===== src/core/psrp_pkg.sv =====
// constants, register map and field layout of the port status page
package psrp_pkg;

  // register indices; byte address is four times the index
  localparam logic [4:0] IDX_IRQ_STATUS   = 5'h06;
  localparam logic [4:0] IDX_PAGE_SELECT  = 5'h07;
  localparam logic [4:0] IDX_LINE_CONNECT = 5'h08;
  localparam logic [4:0] IDX_SPEED_FAULT  = 5'h09;
  localparam logic [4:0] IDX_ATTACH_SPEED = 5'h0a;
  localparam logic [4:0] IDX_LINK_QUALITY = 5'h0b;
  localparam logic [4:0] IDX_BAD_CODEWORD = 5'h0c;
  localparam logic [4:0] IDX_LOOP_STANDBY = 5'h0d;
  localparam logic [4:0] IDX_SPARE_A      = 5'h0e;
  localparam logic [4:0] IDX_SPARE_B      = 5'h0f;

  // page select register fields
  localparam int PAGE_LSB = 5;
  localparam int PORT_LSB = 0;
  localparam logic [2:0] PAGE_PORT_STATUS = 3'h0;

  // line connect register fields (bit 7 is the leftmost position)
  localparam int FIRST_PAIR_LSB  = 6;
  localparam int SECOND_PAIR_LSB = 4;
  localparam int ROLE_BIT        = 3;
  localparam int CONNECT_BIT     = 2;
  localparam int RECEIVE_OK_BIT  = 1;
  localparam int DISABLE_BIT     = 0;

  // speed and fault register fields
  localparam int NEG_SPEED_LSB   = 5;
  localparam int IRQ_ENABLE_BIT  = 4;
  localparam int FAULT_BIT       = 3;
  localparam int STANDBY_ERR_BIT = 2;
  localparam int SCRAMBLE_OFF_BIT = 1;
  localparam int BETA_ONLY_BIT   = 0;

  // attach and speed capability register fields
  localparam int DIRECT_ATTACH_BIT = 7;
  localparam int MAX_SPEED_LSB     = 4;
  localparam int LOCAL_PLUG_BIT    = 3;
  localparam int CABLE_SPEED_LSB   = 0;

  // link quality and loop/standby register fields
  localparam int UNRELIABLE_BIT   = 7;
  localparam int BETA_MODE_BIT    = 3;
  localparam int LOOP_DISABLE_BIT = 2;
  localparam int IN_STANDBY_BIT   = 1;
  localparam int HARD_DISABLE_BIT = 0;

  // interrupt status register field
  localparam int IRQ_FLAG_BIT = 0;

  // speed coding
  localparam logic [2:0] SPEED_S100  = 3'h0;
  localparam logic [2:0] SPEED_S200  = 3'h1;
  localparam logic [2:0] SPEED_S400  = 3'h2;
  localparam logic [2:0] SPEED_S800  = 3'h3;
  localparam logic [2:0] SPEED_S1600 = 3'h4;
  localparam logic [2:0] SPEED_S3200 = 3'h5;

  // fixed field values
  localparam logic BETA_ONLY_VALUE  = 1'b0;
  localparam logic LOCAL_PLUG_VALUE = 1'b1;
  localparam logic [7:0] BAD_COUNT_MAX = 8'hff;

  // connection debounce time
  localparam int DEBOUNCE_MS = 341;
  localparam int CLK_KHZ     = 25000;
  localparam int DEBOUNCE_CYCLES = DEBOUNCE_MS * CLK_KHZ;

  // synchronised pin fields per port
  localparam int PIN_W = 19;

endpackage


===== src/core/psrp_port_status_page.sv =====
// per-port status and control register page with an avalon-mm slave
//
// Overview of operation
// - first pair level field: 11 high-z, 01 one, 10 zero, 00 invalid.
// - second pair level field uses the same two-bit coding.
// - role reads 1 child, 0 parent; idle ports read child.
// - legacy connection bit sets only after 341 ms of stable physical connection.
// - connection bit clears on hardware reset, kept across bus reset.
// - beta ports connect once tones seen and speed negotiation done.
// - receive-ok shows debounced bias (legacy) or valid signal (beta).
// - beta port seeing only tones reads receive-ok false.
// - disabled port never becomes active but still sends tones.
// - disable bit resets to zero, untouched by bus reset.
// - agreed speed set at beta connection or from self-id in legacy.
// - enabled port event sets irq flag and notifies link; enable resets 0.
// - resume or suspend fault sets fault bit and keeps port suspended.
// - writing 1 clears fault; hardware reset clears it.
// - standby error sets; cleared by leaving standby, write 1, remote.
// - scrambler-off bit sends packet data unscrambled.
// - beta-only capability bit always reads zero.
// - direct-attach bit shows dc connection found by connect detect.
// - page 0 at indices 8-15 shows chosen port; absent port reads 0.
// - speed coding 000 S100 up to 101 S3200; 110, 111 reserved.
// - bad codeword count saturates at 255 and clears on any read.
`timescale 1ns/100ps
`default_nettype none

module psrp_port_status_page
  import psrp_pkg::*;
#(
  parameter int         NUM_PORTS    = 3,
  parameter int         DEBOUNCE_CYC = DEBOUNCE_CYCLES,
  parameter logic [2:0] CABLE_SPEED  = SPEED_S800
)(
  input  wire logic                   clk,
  input  wire logic                   rst,
  // avalon-mm slave
  input  wire logic [6:0]             avs_address,
  input  wire logic                   avs_read,
  input  wire logic                   avs_write,
  input  wire logic [31:0]            avs_writedata,
  input  wire logic [3:0]             avs_byteenable,
  output logic [31:0]                 avs_readdata,
  output logic                        avs_waitrequest,
  // pins from the port circuits, asynchronous
  input  wire logic [2*NUM_PORTS-1:0] first_pair,
  input  wire logic [2*NUM_PORTS-1:0] second_pair,
  input  wire logic [NUM_PORTS-1:0]   downstream_role,
  input  wire logic [NUM_PORTS-1:0]   phys_connect,
  input  wire logic [NUM_PORTS-1:0]   beta_mode,
  input  wire logic [NUM_PORTS-1:0]   tones_seen,
  input  wire logic [NUM_PORTS-1:0]   tones_only,
  input  wire logic [NUM_PORTS-1:0]   speed_neg_done,
  input  wire logic [NUM_PORTS-1:0]   cable_bias,
  input  wire logic [NUM_PORTS-1:0]   signal_valid,
  input  wire logic [NUM_PORTS-1:0]   direct_attach_detect,
  input  wire logic [NUM_PORTS-1:0]   resume_fault,
  input  wire logic [NUM_PORTS-1:0]   suspend_fault,
  input  wire logic [NUM_PORTS-1:0]   in_standby,
  input  wire logic [NUM_PORTS-1:0]   standby_error,
  input  wire logic [NUM_PORTS-1:0]   loop_disabled,
  input  wire logic [NUM_PORTS-1:0]   hard_disabled,
  input  wire logic [NUM_PORTS-1:0]   sync_failed,
  // same-clock events from the port logic
  input  wire logic [3*NUM_PORTS-1:0] beta_speed,
  input  wire logic [3*NUM_PORTS-1:0] selfid_speed,
  input  wire logic [NUM_PORTS-1:0]   selfid_speed_load,
  input  wire logic [NUM_PORTS-1:0]   port_event,
  input  wire logic [NUM_PORTS-1:0]   invalid_codeword,
  input  wire logic [NUM_PORTS-1:0]   remote_count_read,
  input  wire logic [NUM_PORTS-1:0]   remote_standby_clear,
  // controls to the port circuits
  output logic [NUM_PORTS-1:0]        port_disable,
  output logic [NUM_PORTS-1:0]        scramble_off,
  output logic [NUM_PORTS-1:0]        port_suspend,
  output logic [3*NUM_PORTS-1:0]      max_speed_limit,
  output logic [NUM_PORTS-1:0]        standby_err_clear,
  output logic                        port_event_irq_flag,
  output logic                        link_notify
);

  ////////////////////////////////////////////////////////////////////////////
  // elaboration checks

  initial
  begin
    if (NUM_PORTS < 1 || NUM_PORTS > 16)
      $error("psrp: NUM_PORTS must be 1..16");
    if (DEBOUNCE_CYC < 1 || DEBOUNCE_CYC >= (1 << 24))
      $error("psrp: DEBOUNCE_CYC out of counter range");
    if (CABLE_SPEED > SPEED_S3200)
      $error("psrp: CABLE_SPEED uses a reserved code");
  end

  localparam logic [23:0] DEB_LAST = 24'(DEBOUNCE_CYC - 1);

  ////////////////////////////////////////////////////////////////////////////
  // bus slave: one wait cycle on every access

  logic        ack_r;
  logic [31:0] rdata_r;
  logic [2:0]  page_r;
  logic [3:0]  port_r;
  logic        irq_flag_r;
  logic        notify_r;
  logic [4:0]  idx;
  logic        acc_wr;
  logic        acc_rd;
  logic        lane0;
  logic [7:0]  wbyte;
  logic        page_ok;
  logic [7:0]  page_word;
  logic [7:0]  rd_byte;

  assign idx             = avs_address[6:2];
  assign lane0           = avs_byteenable[0];
  assign wbyte           = avs_writedata[7:0];
  assign acc_wr          = avs_write & ack_r & lane0;
  assign acc_rd          = avs_read & ack_r;
  assign avs_waitrequest = (avs_read | avs_write) & ~ack_r;
  assign avs_readdata    = rdata_r;
  assign page_ok = (page_r == PAGE_PORT_STATUS) &&
                   (32'(port_r) < NUM_PORTS);

  // ack toggles so back-to-back requests each see one wait cycle
  always_ff @(posedge clk or posedge rst)
  begin
    if (rst)
      ack_r <= 1'b0;
    else
      ack_r <= (avs_read | avs_write) & ~ack_r;
  end

  // page and port choice, kept here since the page needs it
  always_ff @(posedge clk or posedge rst)
  begin
    if (rst)
    begin
      page_r <= 3'h0;
      port_r <= 4'h0;
    end
    else if (acc_wr && idx == IDX_PAGE_SELECT)
    begin
      page_r <= wbyte[PAGE_LSB +: 3];
      port_r <= wbyte[PORT_LSB +: 4];
    end
  end

  ////////////////////////////////////////////////////////////////////////////
  // per-port state

  logic [7:0] view [NUM_PORTS][4];
  logic [7:0] view_cnt [NUM_PORTS];
  logic [7:0] view_loop [NUM_PORTS];
  logic [NUM_PORTS-1:0] event_hit;

  genvar p;
  generate
    for (p = 0; p < NUM_PORTS; p++)
    begin : g_port
      logic [PIN_W-1:0] meta_r;
      logic [PIN_W-1:0] pin_r;
      logic [PIN_W-1:0] pin_raw;
      logic [23:0] deb_cnt_r;
      logic        con_r;
      logic        con_q_r;
      logic        stby_q_r;
      logic        dis_r;
      logic        ie_r;
      logic        fault_r;
      logic        stby_flt_r;
      logic        scr_r;
      logic        unrel_r;
      logic [2:0]  maxspd_r;
      logic [2:0]  negspd_r;
      logic [7:0]  badcnt_r;
      logic        stby_clr_r;
      logic        sel;
      logic        wr_here;
      logic        rx_ok;
      logic        role;
      logic        stby_clear;
      logic        con_nxt;
      logic [2:0]  bspd;

      // pin fields
      assign pin_raw = {first_pair[2*p +: 2], second_pair[2*p +: 2],
                        downstream_role[p], phys_connect[p], beta_mode[p],
                        tones_seen[p], tones_only[p], speed_neg_done[p],
                        cable_bias[p], signal_valid[p],
                        direct_attach_detect[p], resume_fault[p],
                        suspend_fault[p], in_standby[p], standby_error[p],
                        loop_disabled[p], hard_disabled[p]};
      // sync_failed goes through its own two-stage chain, uf_r, below
      logic [1:0] uf_r;

      // two-stage synchroniser; only pin_r and uf_r[1] are read by logic
      always_ff @(posedge clk or posedge rst)
      begin
        if (rst)
        begin
          meta_r <= '0;
          pin_r  <= '0;
          uf_r   <= 2'b00;
        end
        else
        begin
          meta_r <= pin_raw;
          pin_r  <= meta_r;
          uf_r   <= {uf_r[0], sync_failed[p]};
        end
      end

      logic fp1, fp0, sp1, sp0, role_s, conn_s, beta_s, tone_s, tonly_s;
      logic neg_s, bias_s, valid_s, dca_s, rflt_s, sflt_s, stby_s;
      logic serr_s, loop_s, hdis_s;
      assign {fp1, fp0, sp1, sp0, role_s, conn_s, beta_s, tone_s, tonly_s,
              neg_s, bias_s, valid_s, dca_s, rflt_s, sflt_s, stby_s,
              serr_s, loop_s, hdis_s} = pin_r;

      assign sel     = page_ok && (port_r == 4'(p));
      assign wr_here = acc_wr & sel;

      // debounce in legacy mode; beta connects on tones plus speed agreed
      always_comb
      begin
        if (beta_s)
          con_nxt = tone_s & neg_s;
        else
          con_nxt = conn_s && (con_r || deb_cnt_r == DEB_LAST);
      end

      always_ff @(posedge clk or posedge rst)
      begin
        if (rst)
        begin
          deb_cnt_r <= 24'h0;
          con_r     <= 1'b0;
          con_q_r   <= 1'b0;
        end
        else
        begin
          if (!conn_s || beta_s)
            deb_cnt_r <= 24'h0;
          else if (deb_cnt_r != DEB_LAST)
            deb_cnt_r <= deb_cnt_r + 24'h1;
          con_r   <= con_nxt;
          con_q_r <= con_r;
        end
      end

      // software controls; bus reset has no path into them
      always_ff @(posedge clk or posedge rst)
      begin
        if (rst)
        begin
          dis_r    <= 1'b0;
          ie_r     <= 1'b0;
          scr_r    <= 1'b0;
          maxspd_r <= CABLE_SPEED;
        end
        else
        begin
          if (wr_here && idx == IDX_LINE_CONNECT)
            dis_r <= wbyte[DISABLE_BIT];
          if (wr_here && idx == IDX_SPEED_FAULT)
          begin
            ie_r  <= wbyte[IRQ_ENABLE_BIT];
            scr_r <= wbyte[SCRAMBLE_OFF_BIT];
          end
          // too-fast requests store the port's own capability
          if (wr_here && idx == IDX_ATTACH_SPEED)
            maxspd_r <= (wbyte[MAX_SPEED_LSB +: 3] > CABLE_SPEED) ?
                        CABLE_SPEED : wbyte[MAX_SPEED_LSB +: 3];
        end
      end

      // sticky faults: the setting event wins over a same-cycle clear
      assign stby_clear = (stby_q_r & ~stby_s) | remote_standby_clear[p] |
                          (wr_here && idx == IDX_SPEED_FAULT &&
                           wbyte[STANDBY_ERR_BIT]);
      always_ff @(posedge clk or posedge rst)
      begin
        if (rst)
        begin
          fault_r    <= 1'b0;
          stby_flt_r <= 1'b0;
          unrel_r    <= 1'b0;
          stby_q_r   <= 1'b0;
          stby_clr_r <= 1'b0;
        end
        else
        begin
          stby_q_r <= stby_s;
          if (rflt_s | sflt_s)
            fault_r <= 1'b1;
          else if (wr_here && idx == IDX_SPEED_FAULT && wbyte[FAULT_BIT])
            fault_r <= 1'b0;
          if (serr_s)
            stby_flt_r <= 1'b1;
          else if (stby_clear)
            stby_flt_r <= 1'b0;
          // tells the port to drop its standby error state
          stby_clr_r <= stby_clear & ~serr_s & stby_flt_r;
          if (uf_r[1])
            unrel_r <= 1'b1;
          else if (wr_here && idx == IDX_LINK_QUALITY &&
                   wbyte[UNRELIABLE_BIT])
            unrel_r <= 1'b0;
        end
      end

      // agreed speed, capped by the software speed limit in beta mode
      assign bspd = (beta_speed[3*p +: 3] > maxspd_r) ?
                    maxspd_r : beta_speed[3*p +: 3];
      always_ff @(posedge clk or posedge rst)
      begin
        if (rst)
          negspd_r <= SPEED_S100;
        else if (beta_s && con_r && !con_q_r)
          negspd_r <= bspd;
        else if (!beta_s && selfid_speed_load[p])
          negspd_r <= selfid_speed[3*p +: 3];
      end

      // bad codeword count; a read clear still counts a same-cycle error
      always_ff @(posedge clk or posedge rst)
      begin
        if (rst)
          badcnt_r <= 8'h0;
        else if ((acc_rd && sel && idx == IDX_BAD_CODEWORD) ||
                 remote_count_read[p])
          badcnt_r <= {7'h0, invalid_codeword[p]};
        else if (invalid_codeword[p] && badcnt_r != BAD_COUNT_MAX)
          badcnt_r <= badcnt_r + 8'h1;
      end

      // receive-ok, role shown as child when the port is idle
      assign rx_ok = beta_s ? (valid_s & ~tonly_s)
                            : (bias_s & con_r);
      assign role  = ~con_r | dis_r | fault_r | role_s;
      assign event_hit[p] = port_event[p] & ie_r;

      // readable views, reserved bits zero
      always_comb
      begin
        view[p][0] = 8'h0;
        view[p][0][FIRST_PAIR_LSB +: 2]  = {fp1, fp0};
        view[p][0][SECOND_PAIR_LSB +: 2] = {sp1, sp0};
        view[p][0][ROLE_BIT]       = role;
        view[p][0][CONNECT_BIT]    = con_r;
        view[p][0][RECEIVE_OK_BIT] = rx_ok & con_r & ~dis_r;
        view[p][0][DISABLE_BIT]    = dis_r;
        view[p][1] = 8'h0;
        view[p][1][NEG_SPEED_LSB +: 3] = negspd_r;
        view[p][1][IRQ_ENABLE_BIT]     = ie_r;
        view[p][1][FAULT_BIT]          = fault_r;
        view[p][1][STANDBY_ERR_BIT]    = stby_flt_r;
        view[p][1][SCRAMBLE_OFF_BIT]   = scr_r;
        view[p][1][BETA_ONLY_BIT]      = BETA_ONLY_VALUE;
        view[p][2] = 8'h0;
        view[p][2][DIRECT_ATTACH_BIT]   = dca_s;
        view[p][2][MAX_SPEED_LSB +: 3]  = maxspd_r;
        view[p][2][LOCAL_PLUG_BIT]      = LOCAL_PLUG_VALUE;
        view[p][2][CABLE_SPEED_LSB +: 3] = CABLE_SPEED;
        view[p][3] = 8'h0;
        view[p][3][UNRELIABLE_BIT] = unrel_r;
        view[p][3][BETA_MODE_BIT]  = beta_s & con_r;
        view_loop[p] = 8'h0;
        view_loop[p][LOOP_DISABLE_BIT] = loop_s & con_r;
        view_loop[p][IN_STANDBY_BIT]   = stby_s;
        view_loop[p][HARD_DISABLE_BIT] = hdis_s;
      end
      assign view_cnt[p] = badcnt_r;

      // port controls: disabled ports tone but never go active
      assign port_disable[p]          = dis_r;
      assign scramble_off[p]          = scr_r;
      assign port_suspend[p]          = fault_r;
      assign max_speed_limit[3*p +: 3] = maxspd_r;
      assign standby_err_clear[p]     = stby_clr_r;
    end
  endgenerate

  ////////////////////////////////////////////////////////////////////////////
  // port event flag and link notification

  always_ff @(posedge clk or posedge rst)
  begin
    if (rst)
    begin
      irq_flag_r <= 1'b0;
      notify_r   <= 1'b0;
    end
    else
    begin
      notify_r <= |event_hit;
      if (|event_hit)
        irq_flag_r <= 1'b1;
      else if (acc_wr && idx == IDX_IRQ_STATUS && wbyte[IRQ_FLAG_BIT])
        irq_flag_r <= 1'b0;
    end
  end

  assign port_event_irq_flag = irq_flag_r;
  assign link_notify         = notify_r;

  ////////////////////////////////////////////////////////////////////////////
  // read mux; unmapped addresses and absent ports read zero

  always_comb
  begin
    page_word = 8'h0;
    for (int i = 0; i < NUM_PORTS; i++)
    begin
      if (page_ok && port_r == 4'(i))
      begin
        case (idx)
          IDX_LINE_CONNECT: page_word = view[i][0];
          IDX_SPEED_FAULT:  page_word = view[i][1];
          IDX_ATTACH_SPEED: page_word = view[i][2];
          IDX_LINK_QUALITY: page_word = view[i][3];
          IDX_BAD_CODEWORD: page_word = view_cnt[i];
          IDX_LOOP_STANDBY: page_word = view_loop[i];
          default:          page_word = 8'h0;
        endcase
      end
    end
    case (idx)
      IDX_IRQ_STATUS:  rd_byte = {7'h0, irq_flag_r};
      IDX_PAGE_SELECT: rd_byte = {page_r, 1'b0, port_r};
      default:         rd_byte = page_word;
    endcase
  end

  // read data captured in the wait cycle, stable in the answer cycle
  always_ff @(posedge clk or posedge rst)
  begin
    if (rst)
      rdata_r <= 32'h0;
    else if (avs_read && !ack_r)
      rdata_r <= {24'h0, rd_byte};
  end

endmodule

`default_nettype wire


===== config.mk =====
export PLATFORM = sky130hd
export DESIGN_NAME = psrp_port_status_page
export DESIGN_NICKNAME = d
export VERILOG_FILES = /design/src/core/psrp_pkg.sv /design/src/core/psrp_port_status_page.sv
export SDC_FILE = /design/constraint.sdc
export NUM_CORES = 1
export LEC_CHECK = 0
export BUFFER_PORTS_ARGS = -buffer_cell sky130_fd_sc_hd__buf_4
export CAP_MARGIN = 20
export CORE_UTILIZATION = 51
export DETAILED_ROUTE_END_ITERATION = 16
export PLACE_DENSITY = 0.87
export SYNTH_ARGS = -nofsm -noshare
export SYNTH_HDL_FRONTEND = slang
export SYNTH_SLANG_ARGS = --single-unit

===== constraint.sdc =====
create_clock -name clk -period 9.6 [get_ports clk]
set_clock_uncertainty 0.15 [all_clocks]
set_input_delay 1.44 -clock clk [delete_from_list [all_inputs] [get_ports clk]]
set_output_delay 1.44 -clock clk [all_outputs]
set_load 0.05 [all_outputs]

; Word-level counts from Yosys, hierarchy flattened
; Cells that the tools add are included.
[totals]
ram_bits = 0
output_inout_bits = 56
latchBits = 0
in_bits = 140
ff_bits = 282
word_cells = 308
romBits = 0
n_memories = 0
[op_classes]
n_shift = 0
multipliers = 0
addsub = 6
magnitude_cmp = 5
muxes = 55
bitwise = 75
reduce_logical = 91
n_eq_ne = 19
n_div = 0
[ops]
columns = operator, n
row1 = 24-bit two-way mux, 6
row2 = 8-bit one-hot mux with 6 select lines, 3
row3 = "24-bit by 1-bit adder with 24-bit output, second input constant", 3
row4 = "24-bit == test, second input constant", 3
row5 = 8-bit two-way mux, 9
row6 = "24-bit inequality test, second input constant", 3
row7 = 1-bit logical AND, 50
row8 = 1-bit AND, 40
row9 = 2-bit nonzero test, 19
row10 = "5-bit by 4-bit == test with 1-bit output, second input constant", 6
row11 = 3-bit two-way mux, 10
row12 = 1-bit two-way mux, 26
row13 = "8-bit by 1-bit adder with 8-bit output, second input constant", 3
row14 = "8-bit inequality test, second input constant", 3
row15 = 1-bit OR, 19
row16 = 1-bit NOT, 16
row17 = 8-bit one-hot mux with 2 select lines, 1
row18 = "5-bit by 3-bit == test with 1-bit output, second input constant", 2
row19 = 1-bit zero test, 10
row20 = 3-bit > comparator, 3
row21 = 1-bit logical OR, 9
row22 = "4-bit by 1-bit == test with 1-bit output, second input constant", 1
row23 = "4-bit by 2-bit == test with 1-bit output, second input constant", 1
row24 = 4-bit zero test, 1
row25 = 4 further kinds, 4

; Longest topological paths before layout
[logic_depth]
depth_word = 10
depth_mapped = 8
mapped_depth_nobuf = 7

; Worst setup path after synthesis
; OpenSTA, ideal clock, no wires.
[synth_path]
path_type = input to output
startpoint = input avs_read
endpoint = output avs_waitrequest
required_time_ns = 8.010
setup_slack_ns = 5.873
arrival_ns = 2.137
path_stages = 2
path_buffers = 0
path_cell_list = nor2_1 nor2_1
[synth_via]
elab_chain_cells = 2
[synth_lines]
columns = element, line
row1 = start: declaration, psrp_port_status_page.sv:39  ; input wire logic avs_read,
row2 = 1-bit OR, psrp_port_status_page.sv:120  ; assign avs_waitrequest = (avs_read | avs_write) & ~ack_r;
row3 = 1-bit AND, psrp_port_status_page.sv:120
row4 = end: declaration, psrp_port_status_page.sv:44  ; output logic avs_waitrequest,
; Every way passes these cells.

; Final worst setup path
[layout_path]
startpoint = input avs_address[2]
endpoint = register rdata_r[4], in the netlist avs_readdata[4]
[layout_via]
elab_chain_cells = 6
word_cells_on_any_way = 15
classes_between = 8 x eq/ne / 7 x mux
[layout_lines]
columns = element, line
row1 = start: declaration, psrp_port_status_page.sv:38  ; input wire logic [6:0] avs_address,
row2 = 5-bit by 4-bit == test with 1-bit output, psrp_port_status_page.sv:418  ; case (idx)
row3 = 8-bit one-hot mux with 6 select lines, psrp_port_status_page.sv:418
row4 = 8-bit two-way mux (3 in a row), psrp_port_status_page.sv:416  ; if (page_ok && port_r == 4'(i))
row5 = 8-bit one-hot mux with 2 select lines *, psrp_port_status_page.sv:429  ; case (idx)
row6 = end signal: assignment, psrp_port_status_page.sv:442  ; rdata_r <= {24'h0, rd_byte};
row7 = end: declaration, psrp_port_status_page.sv:101  ; logic [31:0] rdata_r;
; Mark *: on every way between the ends. The rest lies on a longest branch, timed or not.
; A chain may end at the register's enable or synchronous reset.

==> run summary <==
status: finished, final reports clean
CP Cell Sequence: buf_4, or3b_2, nor2_1, a222oi_1, a2111oi_0, a221o_1
P_leak: 0.006278 uW
most frequent cells in the layout: 276 x dfrtp_1, 146 x buf_4, 124 x nor2_1, 67 x nand2_1, 46 x nand3_1
Synth cell types: 70
most common cell after layout, fill and taps aside: dfrtp_1
crit path DAT: 4050 ps
routed length per instance: 19.52 um
period utilization: 0.3874
crit path launch type: input port
Detailed Place HPWL: 21380 um
clk buf depth: 3
EDFF count, synth: 0
total number of vias: 9293
clk sinks: 282
Hold Vio Cnt, Final: 0
first-pass GRT wire length: 48080 um
R2R cell count: 5
post-cts resize count: 0
Ports: 196
Finish-stage setup viols: 0
DR vias/cell: 5.900
Slew Viols, Final: 0
GRT Total Usage: 0.2545
r2r endpoint: g_port[0].fault_r
worst-skew pair later-pin latency: 560 ps
Die ar.: 24560 um2
largest net degree at the start of global routing: 149
Finished Cell Area: 14400 um2
root buf cell: clkbuf_16
Final nets: 1387
relative slew slack: 0.2418
post-synthesis cell area: 12210 um2
CTS buffer count: 29
HP Class: flip-flop to flip-flop
Yosys reg bits: 282
worst hold stages: 0
Clock transition at path regs: 60 ps
Worst Tran Pin Value: 1133 ps
CP Class: input port to flip-flop
Critical Path Max Stage Delay: 880 ps
Routed WL: 30740 um
unrepaired setup endpoints after global routing: no
Post-Syn Area per Cell: 11.10 um2
hold_buf cts: 0
RePlAce Congestion: 0.9772
IR drop worst, VDD: 133.2 uV
Die Span X: 156.7 um
Synth async-reset ratio: 1.000
DR iter-0 viols: 890
initial antenna violation count: 0
ANT nets after route: 0
# DRC: 0
ys flop type: dfrtp_1
register area share after synthesis: 0.5787
R2R Setup Slk: 6770 ps
Placed Area: 13380 um2
max cap viols: 0
critical path required time: 9940 ps
H-tree levels: 1
Peak Freq: 268.9 MHz
via count of the first global-routing pass: 9083
layout cells sized above 1: 0.1904
pwr dens: 184.9 nW/um2
hold path endpoint: g_port[1].pin_r[2]
I/O Buffers: 142
Core ar.: 23470 um2
cells after synthesis: 1100
Die Y: 156.7 um
Synth Warn #: 0
setup TNS: 0 ps
Crit-path slowest cell: nor2_1
Rows: 56
CTS tree: done
worst path bufs/invs: 1
reg2reg start: port_r[2]
hold path start: g_port[1].meta_r[2]
grt ovf: 0
Tmin final: 3719 ps
starting density of the core: 0.5201
critical path capture point type: flip-flop
Post-CTS Setup Bufs: 0
crit path max fanout: 28
cell family with most CP delay: simple AND/OR/NAND/NOR gates
DR pass1 iterations: 5
area delta synth->final: 17.92%
## state kept, by name, indices dropped and copies added (netlist names), 4 cells and up
register	flops
g_port.badcnt_r	24
g_port.maxspd_r	9
g_port.pin_r	57
g_port.meta_r	57
port_r	4
avs_readdata	8
g_port.negspd_r	9
g_port.uf_r	6
g_port.deb_cnt_r	72
## cells by family after synthesis
family,count (synthesis),synth area share
AND/OR/NAND/NOR,428,0.1840
flip-flops,282,0.5787
AO/OA/AOI/OAI,164,0.09101
buffers and inverters,98,0.04264
XOR/XNOR,74,0.05309
multiplexers,38,0.03495
adder cells (fa/ha/maj),15,0.01537
other,1,0.0003072
## metrics by stage
step | hold WS, ps | setup slack (ps) | total power [uW] | cells | utilization
final | 196.6 | 5881 | 2662 | 1575 | 0.6133
after global routing | 200.6 | 5822 | 2750 | 1574 | 0.6132
after CTS | 196.1 | 6089 | 2675 | 1572 | 0.6118
after detailed placement | 184.7 | 5526 | 1548 | 1518 | 0.5701
after global placement | 181.5 | 5540 | 1540 | 1517 | 0.5699
after floorplan | 181.2 | 241.0 | 1460 | 1123 | -
## per-layer routing
metal  part of all wire  vias to the layer above  GRT usage
met5                  0                        -          0
met4              0.043                        0     0.1172
met3              0.086                      103    0.04265
met2               0.48                      466     0.4072
met1               0.39                     4601     0.3401
li1                   -                     4123          -
## power by group
group          internal (uW)  switching (uW)
Clock                    663             468
Combinational           89.1             159
Sequential              1240            42.1
Total                   1990             669
## area by class of cell
cell class / instances / area [um2]
Fill cell: 1812 / 9077
Sequential cell: 282 / 7064
Multi-Input combinational cell: 743 / 4710
Timing Repair Buffer: 149 / 1134
Clock buffer: 42 / 834.6
Tap cell: 319 / 399.1
Clock inverter: 12 / 142.6
Inverter: 27 / 108.9
Antenna cell: 1 / 2.502
## Yosys cell counts, drive strengths merged, types with 5 or more instances
| master | instances | area [um2] |
|---|---|---|
| nand3 | 46 | 230.2 |
| nand2 | 67 | 251.5 |
| nor2 | 125 | 471.7 |
| o31ai | 6 | 45.04 |
| nor3 | 31 | 165.2 |
| ha | 15 | 187.7 |
| o22ai | 12 | 75.07 |
| nand4 | 24 | 150.1 |
| a21o | 6 | 45.04 |
| nand3b | 10 | 78.82 |
| a22oi | 7 | 52.55 |
| mux2 | 17 | 191.4 |
| xnor2 | 33 | 289.0 |
| dfstp | 6 | 157.7 |
| clkbuf | 25 | 93.84 |
| and3 | 19 | 118.9 |
| nor4b | 8 | 70.07 |
| nand2b | 18 | 112.6 |
| a2111oi | 7 | 80.08 |
| nor3b | 11 | 82.58 |
| nor2b | 11 | 68.82 |
| a221oi | 9 | 78.83 |
| dfrtp | 276 | 6907 |
| mux2i | 19 | 190.2 |
| a31oi | 5 | 31.28 |
| o21ai | 43 | 215.2 |
| xor2 | 41 | 359.1 |
| and4 | 9 | 78.83 |
| buf | 46 | 325.3 |
| or4 | 5 | 48.79 |
| inv | 27 | 101.4 |
| nor4 | 14 | 93.84 |
| a21oi | 32 | 160.2 |
| or3 | 14 | 92.59 |
## worst register-to-register path, delay by kind of cell, from the launching register on
kind,cells,cell delay [ps]
flip-flops,1,470
AO/OA/AOI/OAI,1,350
AND/OR/NAND/NOR,4,1740
## worst max path at each step
stage | cells past startpoint | start | to
after floorplan | 1 | rst | ack_r
after global placement | 6 | avs_address[2] | avs_readdata[4]
after detailed placement | 6 | avs_address[2] | avs_readdata[4]
after CTS | 4 | avs_read | avs_waitrequest
after global routing | 6 | avs_address[2] | avs_readdata[4]
final | 6 | avs_address[2] | avs_readdata[4]
Power figures use the tool's default switching activity.
